[src/rtl/smp_pkg.sv]
// package of the super-frame mode packer: modes, register map, budget
// assumes a single 10 MHz clock and an apb register port
package smp_pkg;
  localparam int unsigned FRAMES   = 4;
  localparam int unsigned SF_LEN   = 1024;
  localparam int unsigned FR_LEN   = 256;
  localparam int unsigned MED_LEN  = 512;
  localparam int unsigned PAY_W    = 32;
  localparam int unsigned LEN_W    = 11;
  localparam int unsigned LA_W     = 8;
  localparam int unsigned BITS_W   = 10;

  // per-frame mode codes
  typedef enum logic [1:0] {
    predictive_time_domain_mode = 2'h0,
    transform_short_mode        = 2'h1,
    transform_medium_mode       = 2'h2,
    transform_long_mode         = 2'h3
  } smp_mode_t;

  typedef smp_mode_t [FRAMES-1:0] smp_modes_t;

  typedef struct packed {
    smp_modes_t             modes;
    logic [FRAMES*PAY_W-1:0] payload;
  } smp_sf_t;

  typedef struct packed {
    logic [1:0]        idx;
    smp_mode_t         mode;
    logic [LEN_W-1:0]  block_len;
    logic [LA_W-1:0]   lookahead;
    logic [BITS_W-1:0] size;
    logic [PAY_W-1:0]  payload;
  } smp_pkt_t;

  localparam logic [LA_W-1:0]  LA_NONE  = 8'h00;
  localparam logic [LA_W-1:0]  LA_SHORT = 8'h20;
  localparam logic [LA_W-1:0]  LA_MED   = 8'h40;
  localparam logic [LA_W-1:0]  LA_LONG  = 8'h80;
  localparam logic [LEN_W-1:0] LEN_FR   = 11'h100;
  localparam logic [LEN_W-1:0] LEN_MED  = 11'h200;
  localparam logic [LEN_W-1:0] LEN_SF   = 11'h400;

  localparam logic [BITS_W-1:0] TOT_BASE  = 10'h0A0;
  localparam logic [BITS_W-1:0] TOT_STEP  = 10'h020;
  localparam logic [BITS_W-1:0] B_MODE    = 10'h008;
  localparam logic [BITS_W-1:0] B_GGAIN   = 10'h007;
  localparam logic [BITS_W-1:0] B_GAIN    = 10'h007;
  localparam logic [BITS_W-1:0] B_UNUSED  = 10'h004;
  localparam logic [BITS_W-1:0] B_MID_LO  = 10'h018;
  localparam logic [BITS_W-1:0] B_MID_HI  = 10'h030;
  localparam logic [BITS_W-1:0] B_HF_ISF  = 10'h009;
  localparam logic [BITS_W-1:0] B_HF_GAIN = 10'h007;
  localparam logic [BITS_W-1:0] B_HF_CORR = 10'h030;
  localparam logic [3:0]        MID_SWITCH = 4'h7;

  localparam logic [7:0] A_CTRL   = 8'h00;
  localparam logic [7:0] A_STATUS = 8'h04;
  localparam logic [7:0] A_MASK   = 8'h08;
  localparam logic [7:0] A_BUDGET = 8'h0C;
  localparam logic [7:0] A_LAST   = 8'h10;

  localparam int unsigned CTRL_EN   = 0;
  localparam int unsigned RATE_LSB  = 4;
  localparam int unsigned ST_DONE   = 0;
  localparam int unsigned ST_ERR    = 1;
  localparam int unsigned ST_W      = 2;
  localparam int unsigned VQ_LSB    = 16;
  localparam int unsigned LAST_ERR  = 8;

  function automatic logic [LA_W-1:0] lookahead_of(input smp_mode_t m);
    case (m)
      transform_short_mode:  lookahead_of = LA_SHORT;
      transform_medium_mode: lookahead_of = LA_MED;
      transform_long_mode:   lookahead_of = LA_LONG;
      default:               lookahead_of = LA_NONE;
    endcase
  endfunction

  function automatic logic [LEN_W-1:0] block_of(input smp_mode_t m);
    case (m)
      transform_medium_mode: block_of = LEN_MED;
      transform_long_mode:   block_of = LEN_SF;
      default:               block_of = LEN_FR;
    endcase
  endfunction
endpackage

[src/rtl/smp_packer.sv]
// super-frame mode packer: checks four mode codes, emits four packets
// assumes same-clock encoder and formatter logic, apb from software
`timescale 1ns/1ps
module smp_packer (
  input  wire  logic             mclk_i,
  input  wire  logic             arst_n_i,
  input  wire  logic             psel_i,
  input  wire  logic             penable_i,
  input  wire  logic             pwrite_i,
  input  wire  logic [7:0]       paddr_i,
  input  wire  logic [31:0]      pwdata_i,
  output logic       [31:0]      prdata_o,
  output logic                   pready_o,
  output logic                   pslverr_o,
  input  wire  logic             sf_valid_i,
  output logic                   sf_ready_o,
  input  wire  smp_pkg::smp_sf_t sf_i,
  output logic                   pkt_valid_o,
  input  wire  logic             pkt_ready_i,
  output smp_pkg::smp_pkt_t      pkt_o,
  output logic                   irq_o
);
  // ==========================================
  // state and declarations
  typedef enum logic [1:0] {
    st_idle = 2'b01,
    st_send = 2'b10
  } smp_state_t;

  smp_state_t                    state;
  smp_state_t                    next_state;
  smp_pkg::smp_sf_t              held;
  logic [1:0]                    idx;
  logic                          legal;
  logic                          take;
  logic                          pkt_fire;
  logic                          last_fire;
  logic                          ev_done;
  logic                          ev_err;
  logic                          enable;
  logic [3:0]                    rate;
  logic [smp_pkg::ST_W-1:0]      status;
  logic [smp_pkg::ST_W-1:0]      mask;
  logic [smp_pkg::ST_W-1:0]      rd_snap;
  logic                          last_err;
  smp_pkg::smp_modes_t           last_modes;
  logic [smp_pkg::BITS_W-1:0]    total_bits;
  logic [smp_pkg::BITS_W-1:0]    vq_bits;
  logic [smp_pkg::BITS_W-1:0]    quarter;
  logic                          setup;
  logic                          access;
  logic                          mapped;

  // ==========================================
  // budget arithmetic
  function automatic logic [smp_pkg::BITS_W-1:0] total_of(input logic [3:0] r);
    total_of = smp_pkg::TOT_BASE
             + smp_pkg::BITS_W'(r) * smp_pkg::TOT_STEP;
  endfunction

  function automatic logic [smp_pkg::BITS_W-1:0] fixed_of(input logic [3:0] r);
    logic [smp_pkg::BITS_W-1:0] mid;
    mid = (r >= smp_pkg::MID_SWITCH) ? smp_pkg::B_MID_HI : smp_pkg::B_MID_LO;
    fixed_of = smp_pkg::B_MODE + smp_pkg::B_GGAIN + smp_pkg::B_GAIN
             + smp_pkg::B_UNUSED + mid + smp_pkg::B_HF_ISF
             + smp_pkg::B_HF_GAIN + smp_pkg::B_HF_CORR;
  endfunction

  // stereo 1024 window, 160..640 bits
  assign total_bits = total_of(rate);
  assign vq_bits    = total_bits - fixed_of(rate);
  // four packets of equal share
  assign quarter    = {2'b00, total_bits[smp_pkg::BITS_W-1:2]};

  // ==========================================
  // legality of incoming modes
  smp_mode_check smp_mode_check_i (
    .modes_i (sf_i.modes),
    .legal_o (legal)
  );

  assign sf_ready_o  = (state == st_idle) & enable;
  assign take        = sf_valid_i & sf_ready_o;
  assign pkt_valid_o = (state == st_send);
  assign pkt_fire    = pkt_valid_o & pkt_ready_i;
  assign last_fire   = pkt_fire & (idx == 2'(smp_pkg::FRAMES - 1));
  // illegal set is dropped and flagged
  assign ev_err      = take & ~legal;
  assign ev_done     = last_fire;

  // ==========================================
  // sequencer
  always_comb
  begin
    next_state = state;
    case (state)
      st_idle:
      begin
        if (take & legal)
        begin
          next_state = st_send;
        end
      end
      st_send:
      begin
        if (last_fire)
        begin
          next_state = st_idle;
        end
      end
      default:
      begin
        next_state = st_idle;
      end
    endcase
  end

  always_ff @(posedge mclk_i or negedge arst_n_i)
  begin
    if (!arst_n_i)
    begin
      state <= st_idle;
    end
    else
    begin
      state <= next_state;
    end
  end

  // one super-frame of four frames, index 0..3
  always_ff @(posedge mclk_i or negedge arst_n_i)
  begin
    if (!arst_n_i)
    begin
      idx  <= 2'h0;
      held <= '0;
    end
    else if (take & legal)
    begin
      idx  <= 2'h0;
      held <= sf_i;
    end
    else if (pkt_fire)
    begin
      idx <= idx + 2'h1;
    end
  end

  // ==========================================
  // packet register
  function automatic smp_pkg::smp_pkt_t pkt_of(input smp_pkg::smp_sf_t s,
                                               input logic [1:0] i,
                                               input logic [smp_pkg::BITS_W-1:0] q);
    smp_pkg::smp_pkt_t p;
    p.idx       = i;
    p.mode      = s.modes[i];
    p.block_len = smp_pkg::block_of(s.modes[i]);
    p.lookahead = smp_pkg::lookahead_of(s.modes[i]);
    p.size      = q;
    p.payload   = s.payload[i*smp_pkg::PAY_W +: smp_pkg::PAY_W];
    pkt_of = p;
  endfunction

  always_ff @(posedge mclk_i or negedge arst_n_i)
  begin
    if (!arst_n_i)
    begin
      pkt_o <= '0;
    end
    else if (take & legal)
    begin
      // own mode per frame, 11 for all-long
      pkt_o <= pkt_of(sf_i, 2'h0, quarter);
    end
    else if (pkt_fire & ~last_fire)
    begin
      pkt_o <= pkt_of(held, idx + 2'h1, quarter);
    end
  end

  // ==========================================
  // apb slave
  assign setup     = psel_i & ~penable_i;
  assign access    = psel_i & penable_i;
  assign pready_o  = access;
  assign mapped    = (paddr_i == smp_pkg::A_CTRL) | (paddr_i == smp_pkg::A_STATUS)
                   | (paddr_i == smp_pkg::A_MASK) | (paddr_i == smp_pkg::A_BUDGET)
                   | (paddr_i == smp_pkg::A_LAST);
  assign pslverr_o = access & ~mapped;

  always_ff @(posedge mclk_i or negedge arst_n_i)
  begin
    if (!arst_n_i)
    begin
      prdata_o <= 32'h0000_0000;
      rd_snap  <= '0;
    end
    else if (setup)
    begin
      prdata_o <= 32'h0000_0000;
      rd_snap  <= '0;
      if (paddr_i == smp_pkg::A_CTRL)
      begin
        prdata_o[smp_pkg::CTRL_EN] <= enable;
        prdata_o[smp_pkg::RATE_LSB +: 4] <= rate;
      end
      else if (paddr_i == smp_pkg::A_STATUS)
      begin
        prdata_o[smp_pkg::ST_W-1:0] <= status;
        rd_snap <= pwrite_i ? '0 : status;
      end
      else if (paddr_i == smp_pkg::A_MASK)
      begin
        prdata_o[smp_pkg::ST_W-1:0] <= mask;
      end
      else if (paddr_i == smp_pkg::A_BUDGET)
      begin
        prdata_o[smp_pkg::BITS_W-1:0] <= total_bits;
        prdata_o[smp_pkg::VQ_LSB +: smp_pkg::BITS_W] <= vq_bits;
      end
      else if (paddr_i == smp_pkg::A_LAST)
      begin
        prdata_o[7:0] <= last_modes;
        prdata_o[smp_pkg::LAST_ERR] <= last_err;
      end
    end
  end

  always_ff @(posedge mclk_i or negedge arst_n_i)
  begin
    if (!arst_n_i)
    begin
      enable <= 1'b0;
      rate   <= 4'h0;
      mask   <= '0;
    end
    else if (access & pwrite_i)
    begin
      if (paddr_i == smp_pkg::A_CTRL)
      begin
        enable <= pwdata_i[smp_pkg::CTRL_EN];
        rate   <= pwdata_i[smp_pkg::RATE_LSB +: 4];
      end
      else if (paddr_i == smp_pkg::A_MASK)
      begin
        mask <= pwdata_i[smp_pkg::ST_W-1:0];
      end
    end
  end

  // ==========================================
  // status, last super-frame and interrupt
  always_ff @(posedge mclk_i or negedge arst_n_i)
  begin
    if (!arst_n_i)
    begin
      status <= '0;
    end
    else
    begin
      // new events win over the read clear
      status <= (status & ~((access & ~pwrite_i) ? rd_snap : '0))
              | {ev_err, ev_done};
    end
  end

  always_ff @(posedge mclk_i or negedge arst_n_i)
  begin
    if (!arst_n_i)
    begin
      last_modes <= '0;
      last_err   <= 1'b0;
    end
    else if (take)
    begin
      last_modes <= sf_i.modes;
      last_err   <= ~legal;
    end
  end

  assign irq_o = |(status & mask);
endmodule

[src/rtl/smp_mode_check.sv]
// legality check of one super-frame's four mode codes
// assumes the codes are stable while it is read; purely combinational
`timescale 1ns/1ps
module smp_mode_check (
  input  wire smp_pkg::smp_modes_t modes_i,
  output logic                     legal_o
);
  // ==========================================
  // pairing and all-four checks
  logic any_long;
  logic all_long;
  logic pair_ok;
  logic bad_med;

  always_comb
  begin
    any_long = 1'b0;
    all_long = 1'b1;
    bad_med  = 1'b0;
    for (int i = 0; i < smp_pkg::FRAMES; i++)
    begin
      any_long = any_long | (modes_i[i] == smp_pkg::transform_long_mode);
      all_long = all_long & (modes_i[i] == smp_pkg::transform_long_mode);
    end
    // medium only as frames 0+1 or 2+3
    pair_ok = 1'b1;
    for (int p = 0; p < smp_pkg::FRAMES; p += 2)
    begin
      bad_med = (modes_i[p] == smp_pkg::transform_medium_mode)
             != (modes_i[p+1] == smp_pkg::transform_medium_mode);
      pair_ok = pair_ok & ~bad_med;
    end
    // long only as a whole super-frame; 16+4+4+1+1 = 26 legal sets
    legal_o = all_long | (~any_long & pair_ok);
  end
endmodule

[config.mk]
export PLATFORM = sky130hd
export DESIGN_NAME = smp_packer
export DESIGN_NICKNAME = d
export VERILOG_FILES = /design/src/rtl/smp_pkg.sv /design/src/rtl/smp_packer.sv /design/src/rtl/smp_mode_check.sv
export SDC_FILE = /design/constraint.sdc
export NUM_CORES = 1
export LEC_CHECK = 0
export ABC_CLOCK_PERIOD_IN_PS = 2550
export BUFFER_PORTS_ARGS = -buffer_cell sky130_fd_sc_hd__buf_2
export CORE_MARGIN = 1
export CORE_UTILIZATION = 40
export DETAILED_ROUTE_END_ITERATION = 8
export PLACE_DENSITY = 0.64
export SLEW_MARGIN = 20
export SYNTH_ARGS = -nofsm -noshare
export SYNTH_HDL_FRONTEND = slang
export SYNTH_SLANG_ARGS = --single-unit
[constraint.sdc]
create_clock -name mclk_i -period 2.55 [get_ports mclk_i]
set_input_delay 0.1275 -clock mclk_i [delete_from_list [all_inputs] [get_ports mclk_i]]
set_output_delay 0.1275 -clock mclk_i [all_outputs]
set_load 0.1 [all_outputs]
## Word-level counts from Yosys, hierarchy flattened

Cells that the tools add are included.

- Output and inout port bits: 102
- Flip-flop bits (word level): 245
- Logic and storage cells: 135
- Input bits: 183

- Bitwise gates (word level): 38
- Shifts and indexed selects: 1
- Add/subtract/negate cells: 7
- Equality and inequality tests: 23
- Magnitude comparators: 2
- Reduce and logical (&&, ||, !) cells: 7
- Multiplexer cells: 33

Operator list:

| cell | number |
|---|---|
| $mux 65 | 2 |
| $shiftx 128x8->32 | 1 |
| $pmux 8 s3 | 2 |
| $pmux 11 s2 | 2 |
| $mux 10 | 4 |
| $eq 2x2->1 const B | 12 |
| $mux 2 | 12 |
| $mux 9 | 2 |
| $and 1x1->1 | 17 |
| $eq 8x4->1 const B | 2 |
| $mux 8 | 2 |
| $add 8x9->10 const A | 1 |
| $add 9x6->10 const B | 1 |
| $sub 10x10->10 | 1 |
| $add 8x3->9 const B | 1 |
| $not 1->1 | 9 |
| $add 7x4->8 const B | 1 |
| $eq 8x3->1 const B | 1 |
| $eq 8x5->1 const B | 1 |
| $logic_not 8->1 | 1 |
| $or 1x1->1 | 8 |
| $add 5x6->7 const A | 1 |
| $eq 2x1->1 const B | 3 |
| $mux 6 | 1 |
| 17 further kinds | 23 |

## Logic depth before layout (Yosys ltp)

Gate-level depths: netlist of run 1.

- Word-level depth: 11
- Depth in mapped cells: 9
- Depth with buffers taken out: 8

## Hierarchy

Synthesis of run 1 repeated with hierarchy kept, for this count alone.

- Cells, all modules: 989
- Area total of the unflattened synthesis: 10204.8 um^2

Modules (own cells, without submodules):

| module | area each (um^2) | seq. area each (um^2) | cells each | instances |
|---|---|---|---|---|
| smp_packer | 10143.5 | 5581.6 | 980 | 1 |
| smp_mode_check | 61.3 | 0.0 | 9 | 1 |

## Worst setup path before layout of run 1

OpenSTA, ideal clock, no wires.

- Path type: register to register
- Start: reg state[0]
- End: reg held[19] (netlist bit)
- Cell stages (with the launch flop): 10
- Period minus slack after synthesis: 2.478 ns
- Setup slack: 0.072 ns
- Library setup time: 0.118 ns
- Required time: 2.432 ns
- Path buffers: 4
- Data arrival time: 2.360 ns
- Path through: dfstp_2 and3b_1 nand2_1 buf_2 a21o_1 buf_4 buf_6 buf_6 nand2_1 nand2_1

- Longest elaborated chain between the ends: 4

RTL lines:

| element | RTL line | RTL |
|---|---|---|
| start: declaration | smp_packer.sv:30 | `smp_state_t state;` |
| start signal: assignment | smp_packer.sv:122 | `state <= st_idle;` |
| start signal: assignment | smp_packer.sv:126 | `state <= next_state;` |
| $eq 2x1->1 | smp_packer.sv:82 | `assign sf_ready_o = (state == st_idle) & enable;` |
| $and 1x1->1 | smp_packer.sv:82 |  |
| via sf_ready_o | smp_packer.sv:16 | `output logic sf_ready_o,` |
| $and 1x1->1 | smp_packer.sv:83 | `assign take = sf_valid_i & sf_ready_o;` |
| $and 1x1->1 | smp_packer.sv:138 | `else if (take & legal)` |
| end signal: assignment | smp_packer.sv:141 | `held <= sf_i;` |
| end: declaration | smp_packer.sv:32 | `smp_pkg::smp_sf_t held;` |

The timed path passes the listed nets, and every way through them passes these cells.
A chain may end at the register's enable or synchronous reset.

## Worst setup path in the final report of run 1

- Start: in paddr_i[1]
- End: reg rate[2]

- Longest elaborated chain between the ends: 2

RTL lines:

| element | RTL line | RTL |
|---|---|---|
| start: declaration | smp_packer.sv:10 | `input wire logic [7:0] paddr_i,` |
| $logic_not 8->1 | smp_packer.sv:239 | `if (paddr_i == smp_pkg::A_CTRL)` |
| $reduce_and 2->1 (no source line) | n/a |  |
| end signal: assignment | smp_packer.sv:242 | `rate <= pwdata_i[smp_pkg::RATE_LSB +: 4];` |
| end: declaration | smp_packer.sv:41 | `logic [3:0] rate;` |

No other way between the ends.

==> results of run 1 <==
logic make-up (layout without fill, tap and decap cells):
logic type      Yosys count  after routing
other cells               1             31
xor+xnor                  4              4
flops                   223            223
fa+ha+maj                 6              6
buf+inv                 100            451
simple gates            552            552
compound gates           80             80
mux                      66             66
routing by layer:
layer	wire [um]	GRT usage (%)
met1	11600	27.3
met2	12900	34.6
met3	1670	4.24
met4	624	5.62
met5	0	0
cells in the final DEF (no fill, tap or decap), types with 3 or more instances in the layout:
master         synthesis  layout
a21o_1                 5       4
a21oi_1               12      12
a22o_1                 9       9
buf_12                 0       9
buf_2                 23     226
buf_4                 40      13
bufinv_16              0       4
clkbuf_1              12       5
clkbuf_16              0      26
clkbuf_8               0       8
conb_1                 1      31
dfrtp_1              222     221
dlygate4sd3_1          0     148
ha_1                   5       4
inv_1                  6       6
mux2_2                 7       7
mux2i_1               24      24
mux4_2                34      34
nand2_1              471     471
nand2b_1               5       5
nand3_1               32      32
nor2_1                17      16
nor2b_1                4       4
o21ai_0               40      40
xor2_1                 3       3
worst min-delay path by stage:
| stage | from | endpoint | slack (ps) | cells past startpoint |
|---|---|---|---|---|
| after CTS | paddr_i[3] | prdata_o[0]$_DFFE_PN0P_ | 60 | 4 |
| final | paddr_i[3] | prdata_o[0]$_DFFE_PN0P_ | 90 | 4 |
| after global routing | psel_i | status[1]$_DFF_PN0_ | 100 | 5 |
| after floorplan | arst_n_i | enable$_DFFE_PN0P_ | -170 | 0 |
| after global placement | arst_n_i | last_modes[3]$_DFFE_PN0P_ | 190 | 1 |
| after detailed placement | arst_n_i | last_modes[2]$_DFFE_PN0P_ | 200 | 1 |
through the flow:
step                util, %  area [um^2]  power, mW  setup WS (ps)  hold WS [ps]
finish                 55.6        14000       8.44            349          87.1
global route           55.6        14000       8.73            258          99.2
CTS                    55.6        14000       8.51            389          56.0
detailed placement     45.9        11500       4.34            440           199
global placement       45.9        11500       4.33            472           193
floorplan                 -        10300       4.12           71.9          -168
area by class of cell:
| type | instances | area [um^2] | share of cell area, % |
|---|---|---|---|
| well taps | 330 | 413 | 2.96 |
| clock inverters | 9 | 161 | 1.16 |
| clock buffers | 39 | 779 | 5.59 |
| flip-flops and latches | 223 | 5580 | 40.0 |
| inverters | 6 | 22.5 | 0.161 |
| multi-input cells | 739 | 4090 | 29.3 |
| repair buffers | 397 | 2910 | 20.8 |
where the power goes:
group	internal, mW	switching (mW)
registers	3.60	0.0342
logic	0.306	0.522
clock network	2.51	1.47
worst min-delay path, stage by stage:
cell,delay (ps)
buf_2,190
a21oi_1,60
a21oi_1,110
o41ai_1,80
flip-flops by register name, summed over array words and instances (netlist names):
register / cells
status: 2
state: 2
prdata_o: 18
rate: 4
pkt_o: 45
last_err: 1
last_modes: 8
idx: 2
held: 136
mask: 2
enable: 1
rd_snap: 2
repair_timing:
item,CTS,global route
resized for setup,0,0
endpoints found under the hold margin,274,0
hold buffers,148,0
==> results.md, run 1 <==
* Via Count at approximately 8,400
* Number of optimization iterations in the first detailed-route pass at 5
* Detail-routed via count per cell at about 4.8
* Total routing usage reported by global routing at between 20% and 30%
* Count of placed standard cells in the final layout, fillers left out at between 1,500 and 2,000
* Weighted congestion reported at the end of routability-driven placement at 0.828
* Mean area per synthesized cell at about 9.9 um^2
* Aggregate routed wire length at ~27 mm
* Aggregate global routing overflow at 0
* Reg2Reg Launch Point: state[0]$_DFFE_PN1P_
* Wire length of the first global-routing pass at about 44 mm
* Kind of path behind the tightest hold check: in -> reg
* Syn Std Cell Area at a little over 10,000 um^2
* Port Buffer Count at 227
* Clock latency on the worst-skew pair at approximately 530 ps
* Area of the die at approximately 26,000 um^2
* Final max-slew violation count at 0
* Xor and xnor fraction of the mapped netlist area at 0.343%
* Total number of nets in the final design at between 1,500 and 2,000
* Complex-gate fraction of the synthesized area at between 4 and 5%
* Instance count on the critical path at 8
* Share of the synthesized area in the top cell type at a little over half
* Worst-case clock buffer depth at 3
* Crit start category: input port
* Post-detailed-route DRC marker count at 0
* Share of post-route cells with drive strength above 1 at approximately a quarter
* Deepest level of the CTS H-tree at 1
* Number of maximum-capacitance violations at 0
* Initial antenna violation count at 0
* FF+latch count, synth at ~220
* Maximum number of pins on one net before global-route repair at a little over 90
* Top-level I/O count at ~290
* Synth top cells by count: 471 x nand2_1, 222 x dfrtp_1, 40 x buf_4, 40 x o21ai_0, 34 x mux4_2
* # placed instances at 1,547
* Number of standard-cell rows in the floorplan at 58
* Setup TNS after final layout at 0 ps
* Family with the most delay on the worst path: buffers and inverters
* Width of the chip at about 160 um
* Dominant synthesized flop cell: dfrtp_1
* Initial core utilization at between 40% and 50%
* Fill cell count at approximately 2,200
* Combinational family with the most area after synthesis: simple AND/OR/NAND/NOR gates
* Tightest slew margin relative to the limit at roughly 52%
* Buffering stage count on the worst path with inverters included at 3
* DRT antenna net count at 0
* Fraction of the yosys area taken by sequential cells at 54.7%
* Adder-cell area share of the yosys netlist at less than 1%
* Type of destination of the critical path: register
* Type of the worst setup path: in -> reg
* Outcome: complete, no violations
* Clock period minus final worst setup slack at approximately 2200 ps
* Origin of the worst setup path: paddr_i[1]
* Routed len/inst at approximately 15 um
* Number of clock sinks seen by CTS at approximately 220
* Number of setup violations in the final report at 0
* Placeable core area at 25,100 um^2
* Most common cell on crit path: dlygate4sd3_1
* Layout overhead on the synthesized area at 36.7%
* CP Cell Sequence: dlygate4sd3_1 > buf_2 > nor2_1 > dlygate4sd3_1 > nand2_2 > or3_4 > nor3_4 > mux2_2
* Most used standard cell by instance count after synthesis: nand2_1
* Area contributors post-synth: dfrtp_1 54%, nand2_1 17%, mux4_2 7.5%
* Gate count of the mapped netlist at about 1,000
* CTS tree: yes
* Async S/R FF share, synth at 100%
* R2r setup slk at between 400 and 500 ps
* Clock transition at the register clock pins on the worst setup and hold paths after CTS at about 60 ps
* Clock tree skew after final layout at approximately 17 ps
* Number of enable flip-flop cells after synthesis at 0
* Clock Tree Root: clkbuf_16
* Vias in the first global route at between 8,000 and 9,000
* Yosys top cell by area: dfrtp_1
* Required time worst endpoint at a little under 3000 ps
* First DRT Iteration DRCs at 574
* Power per Cell Area at approximately 600 nW/um^2
* Setup Fix Bufs, Post-CTS at 0
* Synth unique cells at 55
* Setup repair after global routing missed its margin: false
* Height of the die at about 160 um
* Period utilisation layout at a little under nine tenths
* Max stage delay on crit path at between 500 and 600 ps
* Worst Reg-to-Reg Cells at 7
* Post-synthesis mux area share at between 10 and 15%
* Capturing point of the worst reg2reg path: pkt_o[12]$_DFFE_PN0P_
* Actual slew at the worst max-slew pin at 718 ps
* Placed wire-length estimate after detailed placement at 16.2 mm
* Static leakage power at approximately 7.4 nW
* Clock buffer count from CTS at 26
* Count of final hold-check violations at 0
* Total number of yosys warnings at 0
* Diode count at 0
* VDD IR-drop max at ~0.00036 V
* Max FO, Critical Path at 7
* Data arrival time at the worst-slack endpoint at 2600 ps
* Setup crit end: rate[2]$_DFFE_PN0P_
* Simple-gate portion of the synthesized area at a little over a fifth
* Timing-limited maximum frequency at ~0.45 GHz
* Cell with the largest stage delay on the worst path: dlygate4sd3_1
Power figures use the tool's default switching activity.
==> inputs of run 2 (changes only) <==
ABC_AREA = 1   (was default)
==> results.md, run 2 <==
* Place WS at 447 ps (+7.11 ps)
* Clock Tree Root: clkbuf_16
* Post-route standard cell area excluding fillers at 14,100 um^2 (+0.89%)
* Top library cells by usage in the layout, fill and taps aside: 544 x nand2_1, 226 x buf_2, 221 x dfrtp_1, 149 x dlygate4sd3_1, 123 x o21ai_0
* Number of maximum-capacitance violations at 0 (unchanged)
* Mean area per synthesized cell at 7.87 um^2 (-20%)
* Hold-critical path endpoint: rd_snap[0]$_DFFE_PN0P_
* # placed instances at 1,858 (+20%)
* Sequential share of power at 36.6% (-6.4 points)
* R2r setup slk at 420 ps (-40 ps)
* Initial antenna violation count at 3 (+3)
* Number of optimization iterations in the first detailed-route pass at 5 (unchanged)
* Crit start category: register
* Sw Share at 43.6% (+20 points)
* Aggregate routed wire length at 30.8 mm (+15%)
* Deepest level of the CTS H-tree at 1 (unchanged)
* Hold slack at 21.7 ps (-65.4 ps)
* Count of final hold-check violations at 0 (unchanged)
* Power per Cell Area at 954 nW/um^2 (+58%)
* Most used standard cell by instance count after synthesis: nand2_1
* Yosys top cell by area: dfrtp_1
* Area of the die at 27,100 um^2 (+3.7%)
* Power after layout at 13.4 mW (+59%)
* Max FO, Critical Path at 6 (-1)
* Clock latency on the worst-skew pair at 520 ps (about the same)
* Count of placed standard cells in the final layout, fillers left out at 2,049 (+18%)
* Type of the worst setup path: reg -> reg
* FF+latch count, synth at 223 (unchanged)
* Share of the synthesized area in the top cell type at 52.5% (-1.9 points)
* Largest register FFs at 136 (unchanged)
* Placeable core area at 26,000 um^2 (+3.5%)
* Placed wire-length estimate after detailed placement at 18.8 mm (+16%)
* Total routing usage reported by global routing at 22.8% (+2.2 points)
* Layout overhead on the synthesized area at 33.0%
* Clock transition at the register clock pins on the worst setup and hold paths after CTS at 60 ps (about the same)
* Required time worst endpoint at 2980 ps (+30 ps)
* DRT antenna net count at 0 (unchanged)
* Internal power consumption at 7.58 mW (+18%)
* Area contributors post-synth: dfrtp_1 52%, nand2_1 19%, o21ai_0 5.8%
* Initial core utilization at 40.7% (+0.084 points)
* Kind of path behind the tightest hold check: in -> reg
* Final core occ at 54.2% (-1.4 points)
* Detail-routed via count per cell at 4.95 (+2.2%)
* Type of destination of the critical path: register
* Number of enable flip-flop cells after synthesis at 0 (unchanged)
* Syn Std Cell Area at 10,600 um^2 (+3.7%)
* Synth top cells by count: 546 x nand2_1, 222 x dfrtp_1, 123 x o21ai_0
* Static leakage power at 7.60 nW (+2.6%)
* Setup repair after global routing missed its margin: false
* Worst-case clock buffer depth at 3 (unchanged)
* Data arrival time at the worst-slack endpoint at 2560 ps (-40 ps)
* Start point of the worst hold path: paddr_i[3]
* Weighted congestion reported at the end of routability-driven placement at 0.851 (+2.7%)
* Vias in the first global route at 9,685 (+13%)
* Setup TNS after final layout at 0 ps (unchanged)
* Number of standard-cell rows in the floorplan at 59 (+1.7%)
* Dominant synthesized flop cell: dfrtp_1
* Clock period minus final worst setup slack at 2130 ps (-67.5 ps)
* Routed len/inst at 15.0 um (-2.2%)
* Clock buffer count from CTS at 25 (-3.8%)
* Fraction of the yosys area taken by sequential cells at 52.7% (-2.0 points)
* Post-detailed-route DRC marker count at 0 (unchanged)
* Aggregate global routing overflow at 0 (unchanged)
* Async S/R FF share, synth at 100% (unchanged)
* CTS tree: yes
* Total number of nets in the final design at 1,888 (+19%)
* Number of cells traversed by the worst hold path at 4 (unchanged)
* Largest Register: held
* Period utilisation layout at 83.7% (-2.6 points)
* Combinational share of power at 39.3% (+29 points)
* Part of the power in the clock network at 24.2% (-23 points)
* Width of the chip at 165 um (+1.8%)
* Total number of yosys warnings at 0 (unchanged)
* Post-DP Area at 11,900 um^2 (+2.9%)
* Total of cells resized after clock tree synthesis at 0 (unchanged)
* Worst setup margin at 416 ps (+67.5 ps)
* Timing-limited maximum frequency at 0.469 GHz (+3.2%)
* First DRT Iteration DRCs at 720 (+25%)
* Regs by FF count: held: 136 flops, pkt_o: 45 flops, prdata_o: 18 flops
* VDD IR-drop max at 0.000648 V (+81%)
* Actual slew at the worst max-slew pin at 739 ps (+20.3 ps)
* Synth unique cells at 34 (-38%)
* Number of clock sinks seen by CTS at 223 (unchanged)
* Worst Reg-to-Reg Cells at 10 (+3)
* Share of post-route cells with drive strength above 1 at 17.7% (-7.0 points)
* Height of the die at 165 um (+1.8%)
* Reg2Reg Launch Point: rate[0]$_DFFE_PN0P_
* Tightest slew margin relative to the limit at 50.8% (-1.4 points)
* Capturing point of the worst reg2reg path: prdata_o[25]$_DFFE_PN0P_
* Maximum number of pins on one net before global-route repair at 96 (+5.5%)
* Gate count of the mapped netlist at 1,345 (+30%)
* Fill cell count at 2,456 (+12%)
* Clock tree skew after final layout at 17.7 ps (+0.819 ps)
* Switching component of the power at 5.85 mW (+190%)
* Port Buffer Count at 227 (unchanged)
* Final max-slew violation count at 0 (unchanged)
* Wire length of the first global-routing pass at 49.0 mm (+13%)
* Via Count at 10,100 (+20%)
* Outcome: complete, no violations
* Number of setup violations in the final report at 0 (unchanged)
* Top-level I/O count at 285 (unchanged)
* Most common cell after layout, fill and taps aside: nand2_1
==> run 2: cell families (layout without fill, tap and decap cells) <==
group	after synthesis	count (layout)	share of synthesized area, %
adder cells (fa/ha/maj)	6	6	0.780
other	1	34	0.0354
XOR/XNOR	1	1	0.0827
flip-flops	223	223	52.7
AO/OA/AOI/OAI	203	203	9.76
buffers and inverters	187	523	9.41
AND/OR/NAND/NOR	724	724	27.2
==> run 2: area by class of cell <==
| class | instances | area, um^2 | share of cell area (%) |
|---|---|---|---|
| timing repair buffer | 405 | 2910 | 20.6 |
| clock inverter | 1 | 5.00 | 0.0355 |
| antenna | 3 | 7.51 | 0.0533 |
| sequential | 223 | 5590 | 39.7 |
| tap | 335 | 419 | 2.98 |
| multi-input combinational | 965 | 4150 | 29.5 |
| inverter | 79 | 302 | 2.14 |
| clock buffer | 38 | 704 | 5.00 |
==> run 2: how the worst max path moves through the flow <==
| stage | slack [ps] | from | cells past startpoint | end |
|---|---|---|---|---|
| 2_1_floorplan | 30 | state[0]$_DFFE_PN1P_ | 10 | held[133]$_DFFE_PN0P_ |
| 3_5_place_dp | 450 | rate[0]$_DFFE_PN0P_ | 10 | prdata_o[25]$_DFFE_PN0P_ |
| 6_report | 420 | rate[0]$_DFFE_PN0P_ | 10 | prdata_o[25]$_DFFE_PN0P_ |
| 4_1_cts | 410 | rate[0]$_DFFE_PN0P_ | 10 | prdata_o[25]$_DFFE_PN0P_ |
| 3_3_place_gp | 450 | rate[0]$_DFFE_PN0P_ | 10 | prdata_o[25]$_DFFE_PN0P_ |
| 5_1_grt | 230 | rate[0]$_DFFE_PN0P_ | 10 | prdata_o[25]$_DFFE_PN0P_ |
==> run 2: critical path, stage by stage, from the launching register on <==
cell     delay [ps]
dfrtp_1         450
ha_1            240
or2_2           310
and2_1          150
inv_1           140
ha_1            250
a21oi_1         160
nand3_1         100
nand2_1          60
nand3_1          60
o21ai_0         130
==> run 2: what timing repair did <==
action,in CTS,in global routing
endpoints found under the hold margin,278,0
setup buffers,0,0
hold buffers,149,0
setup endpoints to repair,0,0
==> run 2: power by group through the flow <==
stage / Clock (mW) / Sequential, mW / Combinational (mW)
6_report: 3.25 / 4.91 / 5.27
4_1_cts: 3.34 / 4.90 / 5.28
3_3_place_gp: 0 / 4.94 / 5.03
2_1_floorplan: 0 / 6.99 / 2.00
5_1_grt: 3.44 / 5.02 / 5.71
3_5_place_dp: 0 / 4.96 / 5.08
==> run 2: layer usage <==
metal  GRT usage [%]  up-vias  share of wire, %
li1                -     4911                 -
met1            30.3     4787                44
met2            37.7      372                47
met3            3.92       66               6.6
met4            7.76        0               2.9
met5               0        -                 0
